$ cat src/pkg/uvep_pkg.sv
// Constants and types for the EPROM programming and read controller
// How it works
// - No program pulse during read mode
// - Elevated enable held for whole program sequence
// - Address then data before each pulse
// - Pulse width 0.1 to 1.0 ms
// - Wait one microsecond before next address
// - Each pass starts at address zero
// - Loops times pulse width at least 100 ms
// - Pulse low first, then enable low
// - Release data before changing address on exit
package uvep_pkg;
  localparam int ADDR_W = 10;
  localparam int DATA_W = 8;
  localparam int WORDS = 1024;
  localparam int CLK_NS = 5;
  // Times in their own units
  localparam int PULSE_US = 1000;
  localparam int PULSE_MIN_US = 100;
  localparam int GAP_NS = 1000;
  localparam int SETUP_US = 10;
  localparam int EXIT_US = 10;
  localparam int TOTAL_MS = 100;
  localparam int ACCESS_NS = 450;
  localparam int PULSE_CYC = PULSE_US * 1000 / CLK_NS;
  localparam int GAP_CYC = (GAP_NS + CLK_NS - 1) / CLK_NS;
  localparam int SETUP_CYC = SETUP_US * 1000 / CLK_NS;
  localparam int EXIT_CYC = EXIT_US * 1000 / CLK_NS;
  localparam int ACCESS_CYC = (ACCESS_NS + CLK_NS - 1) / CLK_NS;
  localparam int LOOPS_DEF = TOTAL_MS * 1000 / PULSE_US;
  localparam int CNT_W = 24;
  localparam logic [ADDR_W-1:0] ADDR_FIRST = 10'h000;
  localparam logic [DATA_W-1:0] ERASED = 8'hFF;
  // Three levels of the enable line
  typedef enum logic [1:0] {
    UVEP_EN_LOW = 2'b00,
    UVEP_EN_HIGH = 2'b01,
    UVEP_EN_ELEV = 2'b10
  } uvep_level_e;
  typedef enum logic [3:0] {
    UVEP_IDLE = 4'h0,
    UVEP_RD_WAIT = 4'h1,
    UVEP_PG_ENTER = 4'h2,
    UVEP_PG_ADDR = 4'h3,
    UVEP_PG_DATA = 4'h4,
    UVEP_PG_PULSE = 4'h5,
    UVEP_PG_GAP = 4'h6,
    UVEP_EX_PULSE = 4'h7,
    UVEP_EX_DATA = 4'h8,
    UVEP_EX_SETTLE = 4'h9
  } uvep_state_e;
endpackage

$ cat src/core/uvep_timer.sv
// Down counter for the controller's timed waits
`timescale 1ns/10ps
module uvep_timer
  import uvep_pkg::*;
#(
  parameter int W = CNT_W
) (
  input wire logic mclk,
  input wire logic rst_n,
  input wire logic load,
  input wire logic [W-1:0] count,
  output logic done
);
  logic [W-1:0] cnt_q;

  always_ff @(posedge mclk) begin
    if (!rst_n) begin
      cnt_q <= '0;
    end else if (load) begin
      cnt_q <= count;
    end else if (cnt_q != '0) begin
      cnt_q <= cnt_q - W'(1);
    end
  end

  // Plain compare; a load term here would loop back through the caller
  assign done = (cnt_q == '0);
endmodule // uvep_timer

$ cat src/core/uvep_ctrl.sv
// Host controller that reads and programs the EPROM through its pins
`timescale 1ns/10ps
module uvep_ctrl
  import uvep_pkg::*;
#(
  parameter int PULSE_CYCLES = PULSE_CYC,
  parameter int SETUP_CYCLES = SETUP_CYC,
  parameter int EXIT_CYCLES = EXIT_CYC,
  parameter int LOOPS = LOOPS_DEF,
  parameter int LAST_ADDR = WORDS - 1
) (
  input wire logic mclk,
  input wire logic rst_n,
  input wire logic rd_req,
  input wire logic [ADDR_W-1:0] rd_addr,
  output logic rd_valid,
  output logic [DATA_W-1:0] rd_data,
  input wire logic pg_start,
  output logic pg_fetch,
  output logic [ADDR_W-1:0] pg_fetch_addr,
  input wire logic [DATA_W-1:0] pg_word,
  output logic busy,
  output logic pg_done,
  output logic [ADDR_W-1:0] word_address,
  output logic [1:0] select_program_enable,
  output logic program_pulse_line,
  input wire logic [DATA_W-1:0] data_lines_i,
  output logic [DATA_W-1:0] data_lines_o,
  output logic data_lines_oe_n
);
  uvep_state_e state_q;
  logic [ADDR_W-1:0] addr_q;
  logic [1:0] sel_q;
  logic pulse_q;
  logic [DATA_W-1:0] dout_q;
  logic oe_n_q;
  logic [DATA_W-1:0] sync1_q, sync2_q;
  logic [15:0] loop_q;
  logic rd_valid_q, pg_done_q, fetch_q, busy_q;
  logic [DATA_W-1:0] rd_data_q;
  logic t_load, t_done;
  logic [CNT_W-1:0] t_count;

  ////////////////////////////////////////////////////////////////////
  uvep_timer #(.W(CNT_W)) u_timer (
    .mclk(mclk),
    .rst_n(rst_n),
    .load(t_load),
    .count(t_count),
    .done(t_done)
  );

  // Pin input synchroniser
  always_ff @(posedge mclk) begin
    if (!rst_n) begin
      sync1_q <= '0;
      sync2_q <= '0;
    end else begin
      sync1_q <= data_lines_i;
      sync2_q <= sync1_q;
    end
  end

  ////////////////////////////////////////////////////////////////////
  always_comb begin
    t_load = 1'b0;
    t_count = '0;
    case (state_q)
      UVEP_IDLE: begin
        if (rd_req) begin
          t_load = 1'b1;
          t_count = CNT_W'(ACCESS_CYC + 2);
        end else if (pg_start) begin
          t_load = 1'b1;
          t_count = CNT_W'(SETUP_CYCLES);
        end
      end
      UVEP_PG_ENTER, UVEP_PG_ADDR: if (t_done) begin
        t_load = 1'b1;
        t_count = CNT_W'(SETUP_CYCLES);
      end
      UVEP_PG_DATA: if (t_done) begin
        t_load = 1'b1;
        // The pulse drops one edge after zero, so load one less
        t_count = CNT_W'(PULSE_CYCLES - 1);
      end
      UVEP_PG_PULSE: if (t_done) begin
        t_load = 1'b1;
        t_count = CNT_W'(GAP_CYC);
      end
      UVEP_PG_GAP: if (t_done) begin
        t_load = 1'b1;
        t_count = CNT_W'(SETUP_CYCLES);
      end
      UVEP_EX_PULSE, UVEP_EX_DATA: if (t_done) begin
        t_load = 1'b1;
        t_count = (state_q == UVEP_EX_DATA) ? CNT_W'(EXIT_CYCLES) : CNT_W'(GAP_CYC);
      end
      default: t_load = 1'b0;
    endcase
  end

  ////////////////////////////////////////////////////////////////////
  always_ff @(posedge mclk) begin
    if (!rst_n) begin
      state_q <= UVEP_IDLE;
      addr_q <= ADDR_FIRST;
      sel_q <= UVEP_EN_HIGH;
      pulse_q <= 1'b0;
      dout_q <= ERASED;
      oe_n_q <= 1'b1;
      loop_q <= '0;
      fetch_q <= 1'b0;
      busy_q <= 1'b0;
    end else begin
      fetch_q <= 1'b0;
      case (state_q)
        UVEP_IDLE: begin
          pulse_q <= 1'b0;
          if (rd_req) begin
            addr_q <= rd_addr;
            sel_q <= UVEP_EN_LOW;
            state_q <= UVEP_RD_WAIT;
            busy_q <= 1'b1;
          end else if (pg_start) begin
            sel_q <= UVEP_EN_ELEV;
            state_q <= UVEP_PG_ENTER;
            busy_q <= 1'b1;
          end
        end
        UVEP_RD_WAIT: if (t_done) begin
          sel_q <= UVEP_EN_HIGH;
          state_q <= UVEP_IDLE;
          busy_q <= 1'b0;
        end
        UVEP_PG_ENTER: if (t_done) begin
          addr_q <= ADDR_FIRST;
          loop_q <= '0;
          fetch_q <= 1'b1;
          state_q <= UVEP_PG_ADDR;
        end
        UVEP_PG_ADDR: if (t_done) begin
          dout_q <= pg_word;
          oe_n_q <= 1'b0;
          state_q <= UVEP_PG_DATA;
        end
        UVEP_PG_DATA: if (t_done) begin
          pulse_q <= 1'b1;
          state_q <= UVEP_PG_PULSE;
        end
        UVEP_PG_PULSE: if (t_done) begin
          pulse_q <= 1'b0;
          if (addr_q == ADDR_W'(LAST_ADDR) && loop_q == 16'(LOOPS - 1)) begin
            state_q <= UVEP_EX_PULSE;
          end else begin
            state_q <= UVEP_PG_GAP;
          end
        end
        UVEP_PG_GAP: if (t_done) begin
          if (addr_q == ADDR_W'(LAST_ADDR)) begin
            addr_q <= ADDR_FIRST;
            loop_q <= loop_q + 16'h0001;
          end else begin
            addr_q <= addr_q + ADDR_W'(1);
          end
          fetch_q <= 1'b1;
          state_q <= UVEP_PG_ADDR;
        end
        UVEP_EX_PULSE: if (t_done) begin
          oe_n_q <= 1'b1;
          sel_q <= UVEP_EN_LOW;
          state_q <= UVEP_EX_DATA;
        end
        UVEP_EX_DATA: if (t_done) begin
          state_q <= UVEP_EX_SETTLE;
        end
        UVEP_EX_SETTLE: if (t_done) begin
          sel_q <= UVEP_EN_HIGH;
          state_q <= UVEP_IDLE;
          busy_q <= 1'b0;
        end
        default: begin
          state_q <= UVEP_IDLE;
          busy_q <= 1'b0;
        end
      endcase
    end
  end

  ////////////////////////////////////////////////////////////////////
  // Read capture after access time and two sync stages
  always_ff @(posedge mclk) begin
    if (!rst_n) begin
      rd_valid_q <= 1'b0;
      rd_data_q <= ERASED;
      pg_done_q <= 1'b0;
    end else begin
      rd_valid_q <= (state_q == UVEP_RD_WAIT) && t_done;
      if ((state_q == UVEP_RD_WAIT) && t_done) begin
        rd_data_q <= sync2_q;
      end
      pg_done_q <= (state_q == UVEP_EX_SETTLE) && t_done;
    end
  end

  assign word_address = addr_q;
  assign select_program_enable = sel_q;
  assign program_pulse_line = pulse_q;
  assign data_lines_o = dout_q;
  assign data_lines_oe_n = oe_n_q;
  assign rd_valid = rd_valid_q;
  assign rd_data = rd_data_q;
  assign pg_fetch = fetch_q;
  assign pg_fetch_addr = addr_q;
  assign pg_done = pg_done_q;
  assign busy = busy_q;
endmodule // uvep_ctrl

$ cat config.mk
export PLATFORM = sky130hd
export DESIGN_NAME = uvep_ctrl
export DESIGN_NICKNAME = d
export VERILOG_FILES = /design/src/pkg/uvep_pkg.sv /design/src/core/uvep_timer.sv /design/src/core/uvep_ctrl.sv
export SDC_FILE = /design/constraint.sdc
export NUM_CORES = 1
export LEC_CHECK = 0
export BUFFER_PORTS_ARGS = -buffer_cell sky130_fd_sc_hd__buf_2
export CAP_MARGIN = 20
export CELL_PAD_IN_SITES_DETAIL_PLACEMENT = 0
export CELL_PAD_IN_SITES_GLOBAL_PLACEMENT = 1
export CORE_ASPECT_RATIO = 1.25
export CORE_MARGIN = 3
export CORE_UTILIZATION = 38
export DETAILED_ROUTE_END_ITERATION = 6
export PLACE_DENSITY = 0.84
export RECOVER_POWER = 25
export SYNTH_ARGS = -nofsm -noshare
export SYNTH_HDL_FRONTEND = slang
export SYNTH_SLANG_ARGS = --single-unit
$ cat constraint.sdc
create_clock -name mclk -period 3.2 [get_ports mclk]
set_clock_uncertainty 0.2 [all_clocks]
set_input_delay 0.96 -clock mclk [delete_from_list [all_inputs] [get_ports mclk]]
set_output_delay 0.96 -clock mclk [all_outputs]
set_load 0.02 [all_outputs]
# Word level (Yosys, flattened, before mapping)
# Cells that the tools add are included.
op_classes:
  addsub: 3
  n_mux: 46
  eq_ne: 23
  bitwise: 1
  reduce_logical: 26
op_table:
  columns: ["cell", "n"]
  rows:
  - ["$pmux 18 s5", 1]
  - ["$mux 11", 5]
  - ["$mux 16", 3]
  - ["$mux 24", 2]
  - ["$mux 10", 4]
  - ["$mux 4", 9]
  - ["$pmux 16 s2", 1]
  - ["$pmux 4 s8", 1]
  - ["$pmux 10 s3", 1]
  - ["$logic_not 24->1", 1]
  - ["$reduce_bool 24->1", 1]
  - ["$sub 24x1->24 const B", 1]
  - ["$mux 18", 1]
  - ["$ne 2x2->1 const B", 9]
  - ["$add 16x1->16 const B", 1]
  - ["$eq 16x7->1 const B", 1]
  - ["$eq 4x3->1 const B", 4]
  - ["$reduce_and 4->1", 3]
  - ["$add 10x1->10 const B", 1]
  - ["$eq 10x10->1 const B", 1]
  - ["$reduce_and 3->1", 3]
  - ["$reduce_bool 3->1", 3]
  - ["$eq 4x2->1 const B", 2]
  - ["$eq 4x4->1 const B", 2]
  - ["18 further kinds", 38]
word_totals:
  register_bits: 94
  elab_cells: 114
  inputBits: 30
  output_inout_bits: 44

# Logic depth before layout (Yosys ltp)
# Gate-level depths: netlist of run 1.
logic_depth:
  depth_word: 5
  mapped_depth: 11
  depth_no_buf: 7

# Modules after synthesis
# From an unflattened synthesis of run 1, not the netlist that was laid out.
hier_totals:
  hier_cells: 566
  hier_area_um2: 4609.4
by_module_without_submodules:
  columns: ["module", "cells_each", "seq_area_each_um2", "n_inst", "area_per_inst_um2"]
  rows:
  - ["uvep_ctrl", 404, 1401.3, 1, 3248.1]
  - ["uvep_timer", 162, 480.5, 1, 1361.3]

# Worst setup path before layout of run 1
# No wires, ideal clock.
synth_path:
  kind: "flip-flop to flip-flop"
  start: "reg u_timer.cnt_q[0]"
  end: "reg loop_q[13]"
  setup_time_ns: 0.066
  t_arrival_ns: 2.912
  t_required_ns: 2.934
  synth_period_minus_slack_ns: 3.178
  slack_ns: 0.022
  path_stages_with_launch: 11
  path_buffers: 3
  cell_sequence: "dfxtp_1 -> inv_1 -> ha_1 -> or4b_1 -> buf_2 -> or3_4 -> buf_6 -> or4_4 -> buf_6 -> or4_4 -> a21oi_2"
synth_between:
  elab_chain_cells: 3
  elab_cells_between_ends: 4
  classes_between: "eq/ne (2); reduce/logical (2)"
synth_lines:
  columns: ["element", "line", "rtl"]
  rows:
  - ["start, declared", "uvep_timer.sv:14", "logic [W-1:0] cnt_q;"]
  - ["start signal, assigned", "uvep_timer.sv:20", "cnt_q <= count;"]
  - ["start signal, assigned", "uvep_timer.sv:22", "cnt_q <= cnt_q - W'(1);"]
  - ["$logic_not 24->1 *", "uvep_timer.sv:27", "assign done = (cnt_q == '0);"]
  - ["$ne 2x2->1 (no source line)", null, null]
  - ["$reduce_and 4->1 (no source line) *", null, null]
  - ["end signal, assigned", "uvep_ctrl.sv:162", "loop_q <= loop_q + 16'h0001;"]
  - ["end, declared", "uvep_ctrl.sv:38", "logic [15:0] loop_q;"]
# Every way passes the cells marked *; elsewhere a longest branch is shown, timed or not.
# A chain may end at the register's enable or synchronous reset.

# Worst setup path after layout of run 1
layout_path:
  start: "reg u_timer.cnt_q[1]"
  end: "reg loop_q[15]"
# The elaborated chain is that of the path after synthesis.

==> results.txt, run 1 <==
Synth Cell Area: 4502 µm²
FMAX: 0.3373 GHz
vias in the first global route: 3855
setup TNS: 0 ns
Total Power: 4.744 mW
register area share after synthesis: 0.4180
Post-synth EDFFs: 0
most frequent cells in the layout: dfxtp_1 (94), buf_2 (54), nand2_1 (46), nor2_1 (40), a21oi_1 (34)
Diodes inserted: 0
post-CTS resize count: 0
R2R Setup Slk: 0.24 ns
Reg2Reg Depth: 7
Die H: 127.7 µm
final hold violation count: 0
gpl congestion: 0.7980
fin util: 0.4632
Initial Util: 0.3966
Root Driver: clkbuf_16
via count: 4073
HP Start: sync1_q[6]
hold depth: 1
post-synth net total: 563
relative slew slack: 0.3968
critical path data arrival time: 3.04 ns
post-DR vias/cell: 5.423
VDD IR max: 0.0003363 V
CP endpoint kind: register
FF+latch count, synth: 94
design area: 5259 µm²
Post-Syn Instances: 530
RSZ-0062 raised after global routing: false
CTS Sinks: 94
largest area contributor in the netlist: dfxtp_1
crit path launch type: register
Worst Max-Slew Pin Slew: 0.9047 ns
cts hold-fix bufs: 0
share of layout cells above drive strength 1: 0.1785
most common cell after layout, fill and taps aside: dfxtp_1
PD cells: 902.1 nW/µm²
Final Net Count: 622
setup bufs post-CTS: 0
initial antenna violation count: 0
Worst EP required: 3.28 ns
area grow syn2layout: 16.81%
core area: 11350 µm²
FFs w/ async S/R, synth: 0
GR Overflow Total: 0
row count: 43
Setup CP Type: register to register
leak pwr: 2.081 nW
status: completed
WL per Instance: 14.89 µm
fin crit share: 0.9264
Cells after DPL: 735
post-route insts no fill: 751
Detailed Place HPWL: 8024 µm
number of H-tree levels: 3
die width: 103.4 µm
peak fanout along the critical path: 14
aggregate global-route resource usage: 0.1727
clk_lat worst skew: 0.35 ns
Max Root-Sink Buffers: 2
Final ANT Viol Nets: 0
hold crit path type: register to register
max_cap viols: 0
fill count: 1110
clock-pin slew on the worst setup and hold paths: 0.08 ns
CTS tree: built
Final Critical Period: 2.964 ns
Yosys cell types: 58
Final Setup Violations: 0
Synth top area share: 0.4180
r2r endpoint: loop_q[15]
Final Max Slew Viols: 0
Post-DP Area: 4986 µm²
CTS buffer count: 9
synth top area cells: dfxtp_1 (42%), nand2_1 (3.8%), a21oi_1 (3.8%)
final WL: 11180 µm
first-pass GRT wire length: 18460 µm
WHS Endpoint: sync2_q[6]
1st-iter DRT viols: 292
# IOs: 74
top_reg_cell synth: dfxtp_1
largest net degree at the start of global routing: 26
Die Area: 13200 µm²
Final WS setup: 0.2356 ns
post-place setup slack: 0.09188 ns
1st-pass router iterations: 5
Remaining DRCs: 0
Ys Warns: 0
worst hold slack: 0.2355 ns
syn avg cell area: 8.494 µm²
I/O Buffers: 73
R2R Path Start: u_timer.cnt_q[1]
==> layer usage <==
metal  GRT usage  wire (µm)
met1      0.2265       4952
met2      0.2736       5404
met3     0.04409        604
met4     0.05945        220
met5           0          0
==> state kept, by name, indices dropped and copies added, names as in the netlist <==
register and flops:
u_timer.cnt_q 24, loop_q 16, pg_fetch_addr 10, data_lines_o 8
rd_data 8, sync1_q 8, sync2_q 8, state_q 4
select_program_enable 2, busy 1, data_lines_oe_n 1, pg_done 1
pg_fetch 1, program_pulse_line 1, rd_valid 1
==> synth_stat cells, types with 4 or more instances <==
cell      number
o211ai_1      11
or4_1         12
or2_2          7
xnor2_1       10
nor4_1        15
and2_1        17
nand4_1        7
o31ai_1        9
nand3_1       17
clkbuf_1      27
a21oi_1       34
nand2b_1       7
and3_1         4
o21a_1         4
a21o_1         4
inv_1         11
nor2_1        40
xor2_1        10
dfxtp_1       94
a221oi_1       4
nor3_1        17
buf_4         10
nand2_1       46
or3_1         15
mux2i_1       17
o21ai_0       26
a31oi_1        6
==> worst max-delay path by stage <==
stage / startpoint / to / slack, ns / cells past startpoint
after CTS: u_timer.cnt_q[1] / loop_q[10] / 0.07 / 7
final: u_timer.cnt_q[1] / loop_q[15] / 0.24 / 7
after floorplan: u_timer.cnt_q[0] / loop_q[13] / 0.02 / 10
after global placement: u_timer.cnt_q[0] / loop_q[10] / 0.17 / 7
after detailed placement: u_timer.cnt_q[1] / loop_q[10] / 0.09 / 7
after global routing: u_timer.cnt_q[1] / loop_q[15] / 0.10 / 7
==> worst max-delay path: stages (launching register included) <==
cell and delay [ns]:
dfxtp_1 0.35, inv_1 0.06, ha_1 0.19, or4b_1 0.46, or3_4 0.44, or4_4 0.52, or4_1 0.53, a21oi_1 0.15
==> report_power, final <==
group / internal, mW / total, mW / switching [mW] / leakage [nW]
Clock: 0.554 / 1.07 / 0.514 / 0.145
Sequential: 1.35 / 1.55 / 0.201 / 0.767
Combinational: 0.810 / 2.12 / 1.31 / 1.17
Total: 2.72 / 4.74 / 2.03 / 2.08
==> cell families (layout without fill, tap and decap cells) <==
kind of cell    after synthesis  count (layout)  synth area share
compound gates              124             124            0.1804
xor+xnor                     20              20           0.03891
fa+ha+maj                     3               3          0.008339
buf+inv                      55             119           0.05976
flops                        94              94            0.4180
mux                          17              17           0.03780
simple gates                217             217            0.2568
==> layout make-up <==
| cell class | instances | area (µm²) | share of cell area |
|---|---|---|---|
| Clock inverter | 7 | 75.07 | 0.01428 |
| Multi-Input combinational cell | 381 | 2362 | 0.4492 |
| Tap cell | 157 | 196.4 | 0.03735 |
| Timing Repair Buffer | 92 | 476.7 | 0.09065 |
| Inverter | 11 | 41.29 | 0.007852 |
| Sequential cell | 94 | 1882 | 0.3578 |
| Clock buffer | 9 | 225.2 | 0.04283 |
Note: power is estimated with default switching activity, not from simulation.
==> inputs of run 2 (changes only) <==
Settings changed: CORE_UTILIZATION 38 to 40, GPL_TIMING_DRIVEN set to 0.
Clock period 3.2 ns to 3 ns, I/O delays scaled along.
==> run 2 against run 1 <==
Effect of this change: power is 12% higher; register-to-register slack worse by 0.19 ns; global-route usage is 2.5 points higher; wire length is 10% higher; maximum frequency increased by 0.49%; sequential share of layout area fell by 1.5 points; combinational power rose by 19%; critical path depth is 2 higher; critical path type unchanged; highest routed layer unchanged.
==> results.txt, run 2 (synthesis gave the netlist of run 1 again) <==
vias in the first global route: 4081
Reg power frac: 0.307
Final WS setup: 0.05001 ns
Die Area: 12570 µm²
Int Power: 3.013 mW
row count: 42
CP max stage cell: or4_1
initial antenna violation count: 0
largest register by flop count: u_timer.cnt_q
FMAX: 0.3390 GHz
peak fanout along the critical path: 7
most common cell after layout, fill and taps aside: dfxtp_1
final hold violation count: 0
Sw Share: 0.4331
largest net degree at the start of global routing: 21
PD cells: 964.8 nW/µm²
CTS Sinks: 94
crit-path max cell delay: 0.53 ns
core area: 10770 µm²
status: completed
cts hold-fix bufs: 0
number of flip-flops in the largest register: 24
Final ANT Viol Nets: 0
share of layout cells above drive strength 1: 0.2093
clock-pin slew on the worst setup and hold paths: 0.07 ns
Final Max Slew Viols: 0
Worst Max-Slew Pin Slew: 0.6926 ns
post-place setup slack: -0.6426 ns
CP endpoint kind: register
Worst Path Buf+Inv: 3
Final Net Count: 654
Root Driver: clkbuf_16
clock power share: 0.219
Worst EP required: 3.09 ns
clk_lat worst skew: 0.35 ns
aggregate global-route resource usage: 0.1975
most frequent cells in the layout: dfxtp_1 (90), buf_2 (51), clkbuf_1 (45), nand2_1 (45), nor2_1 (40)
Final Setup Violations: 0
Setup CP Type: register to register
number of H-tree levels: 3
VDD IR max: 0.0005366 V
final WL: 12350 µm
Die H: 124.6 µm
relative slew slack: 0.5352
fin crit share: 0.9833
I/O Buffers: 72
leak pwr: 2.183 nW
net switching power: 2.302 mW
post-DR vias/cell: 5.652
post-route insts no fill: 758
first-pass GRT wire length: 20210 µm
1st-iter DRT viols: 189
Remaining DRCs: 0
die width: 100.9 µm
gpl congestion: 0.9105
max_cap viols: 0
Max Root-Sink Buffers: 2
WL per Instance: 16.30 µm
hold crit path type: register to register
GR Overflow Total: 0
CP delay by family, top: simple AND/OR/NAND/NOR gates
critical path data arrival time: 3.04 ns
Final Critical Period: 2.950 ns
RSZ-0062 raised after global routing: true
sequence of cells on the critical path: inv_2, ha_4, or4b_4, or3_4, buf_4, or4_1, buf_6, or3_1, a21oi_2
Diodes inserted: 0
1st-pass router iterations: 4
via count: 4284
CTS tree: built
# IOs: 74
power share of the combinational group: 0.474
area grow syn2layout: 22.35%
Cells after DPL: 734
crit path launch type: register
Initial Util: 0.4179
CTS buffer count: 9
Detailed Place HPWL: 8875 µm
==> run 2: layout make-up <==
cell class	instances	area, µm²
fill	1049	5265
tap	132	165.2
multi-input combinational	381	2457
buffer	40	222.7
timing repair buffer	84	422.9
clock inverter	7	86.33
inverter	11	41.29
clock buffer	9	225.2
sequential	94	1887
==> run 2: routing by layer <==
layer / routed length [µm] / global-route usage / vias up
met5: 0 / 0 / -
met4: 201 / 0.06027 / 0
met3: 524 / 0.03473 / 17
met2: 6517 / 0.3501 / 91
met1: 5109 / 0.2381 / 2070
li1: - / - / 2106
==> run 2: power groups by stage <==
stage / Combinational [mW] / Sequential [mW] / Clock, mW
floorplan: 1.65 / 1.69 / 0
global placement: 2.28 / 1.64 / 0
detailed placement: 2.31 / 1.65 / 0
CTS: 2.46 / 1.62 / 1.18
global route: 2.78 / 1.66 / 1.24
finish: 2.52 / 1.63 / 1.16
==> run 2: repair_timing <==
item                                    CTS  global route
gates resized for setup                  15            23
setup buffers                            12             0
endpoints found under the setup margin   40            23
pin swaps                                 7             1
==> run 2: worst reg2reg max path, delay by kind of cell, from the launching register on <==
| family | cells | cell delay (ns) |
|---|---|---|
| AND/OR/NAND/NOR | 4 | 1.73 |
| buffers and inverters | 3 | 0.38 |
| flip-flops | 1 | 0.33 |
| AO/OA/AOI/OAI | 1 | 0.13 |
| adder cells (fa/ha/maj) | 1 | 0.12 |
==> run 2: through the flow <==
step / hold slack [ns] / util / setup TNS (ns) / power, mW / cell area, µm²
2_1_floorplan: 0.2119 / - / -0.05391 / 3.342 / 4524
3_3_place_gp: 0.2158 / 0.4688 / -10.35 / 3.915 / 5050
3_5_place_dp: 0.2179 / 0.4688 / -11.85 / 3.956 / 5050
4_1_cts: 0.2361 / 0.5081 / -0.01738 / 5.260 / 5474
5_1_grt: 0.2549 / 0.5113 / -0.09523 / 5.682 / 5508
6_report: 0.2343 / 0.5113 / 0 / 5.314 / 5508
==> run 2: final timing paths <==
check	start	depth (start not counted)	to	slack [ns]
setup / recovery	u_timer.cnt_q[0]	9	loop_q[10]	0.05
hold / removal	sync1_q[5]	1	sync2_q[5]	0.23
setup reg to reg	u_timer.cnt_q[0]	9	loop_q[10]	0.05
hold reg to reg	sync1_q[5]	1	sync2_q[5]	0.23
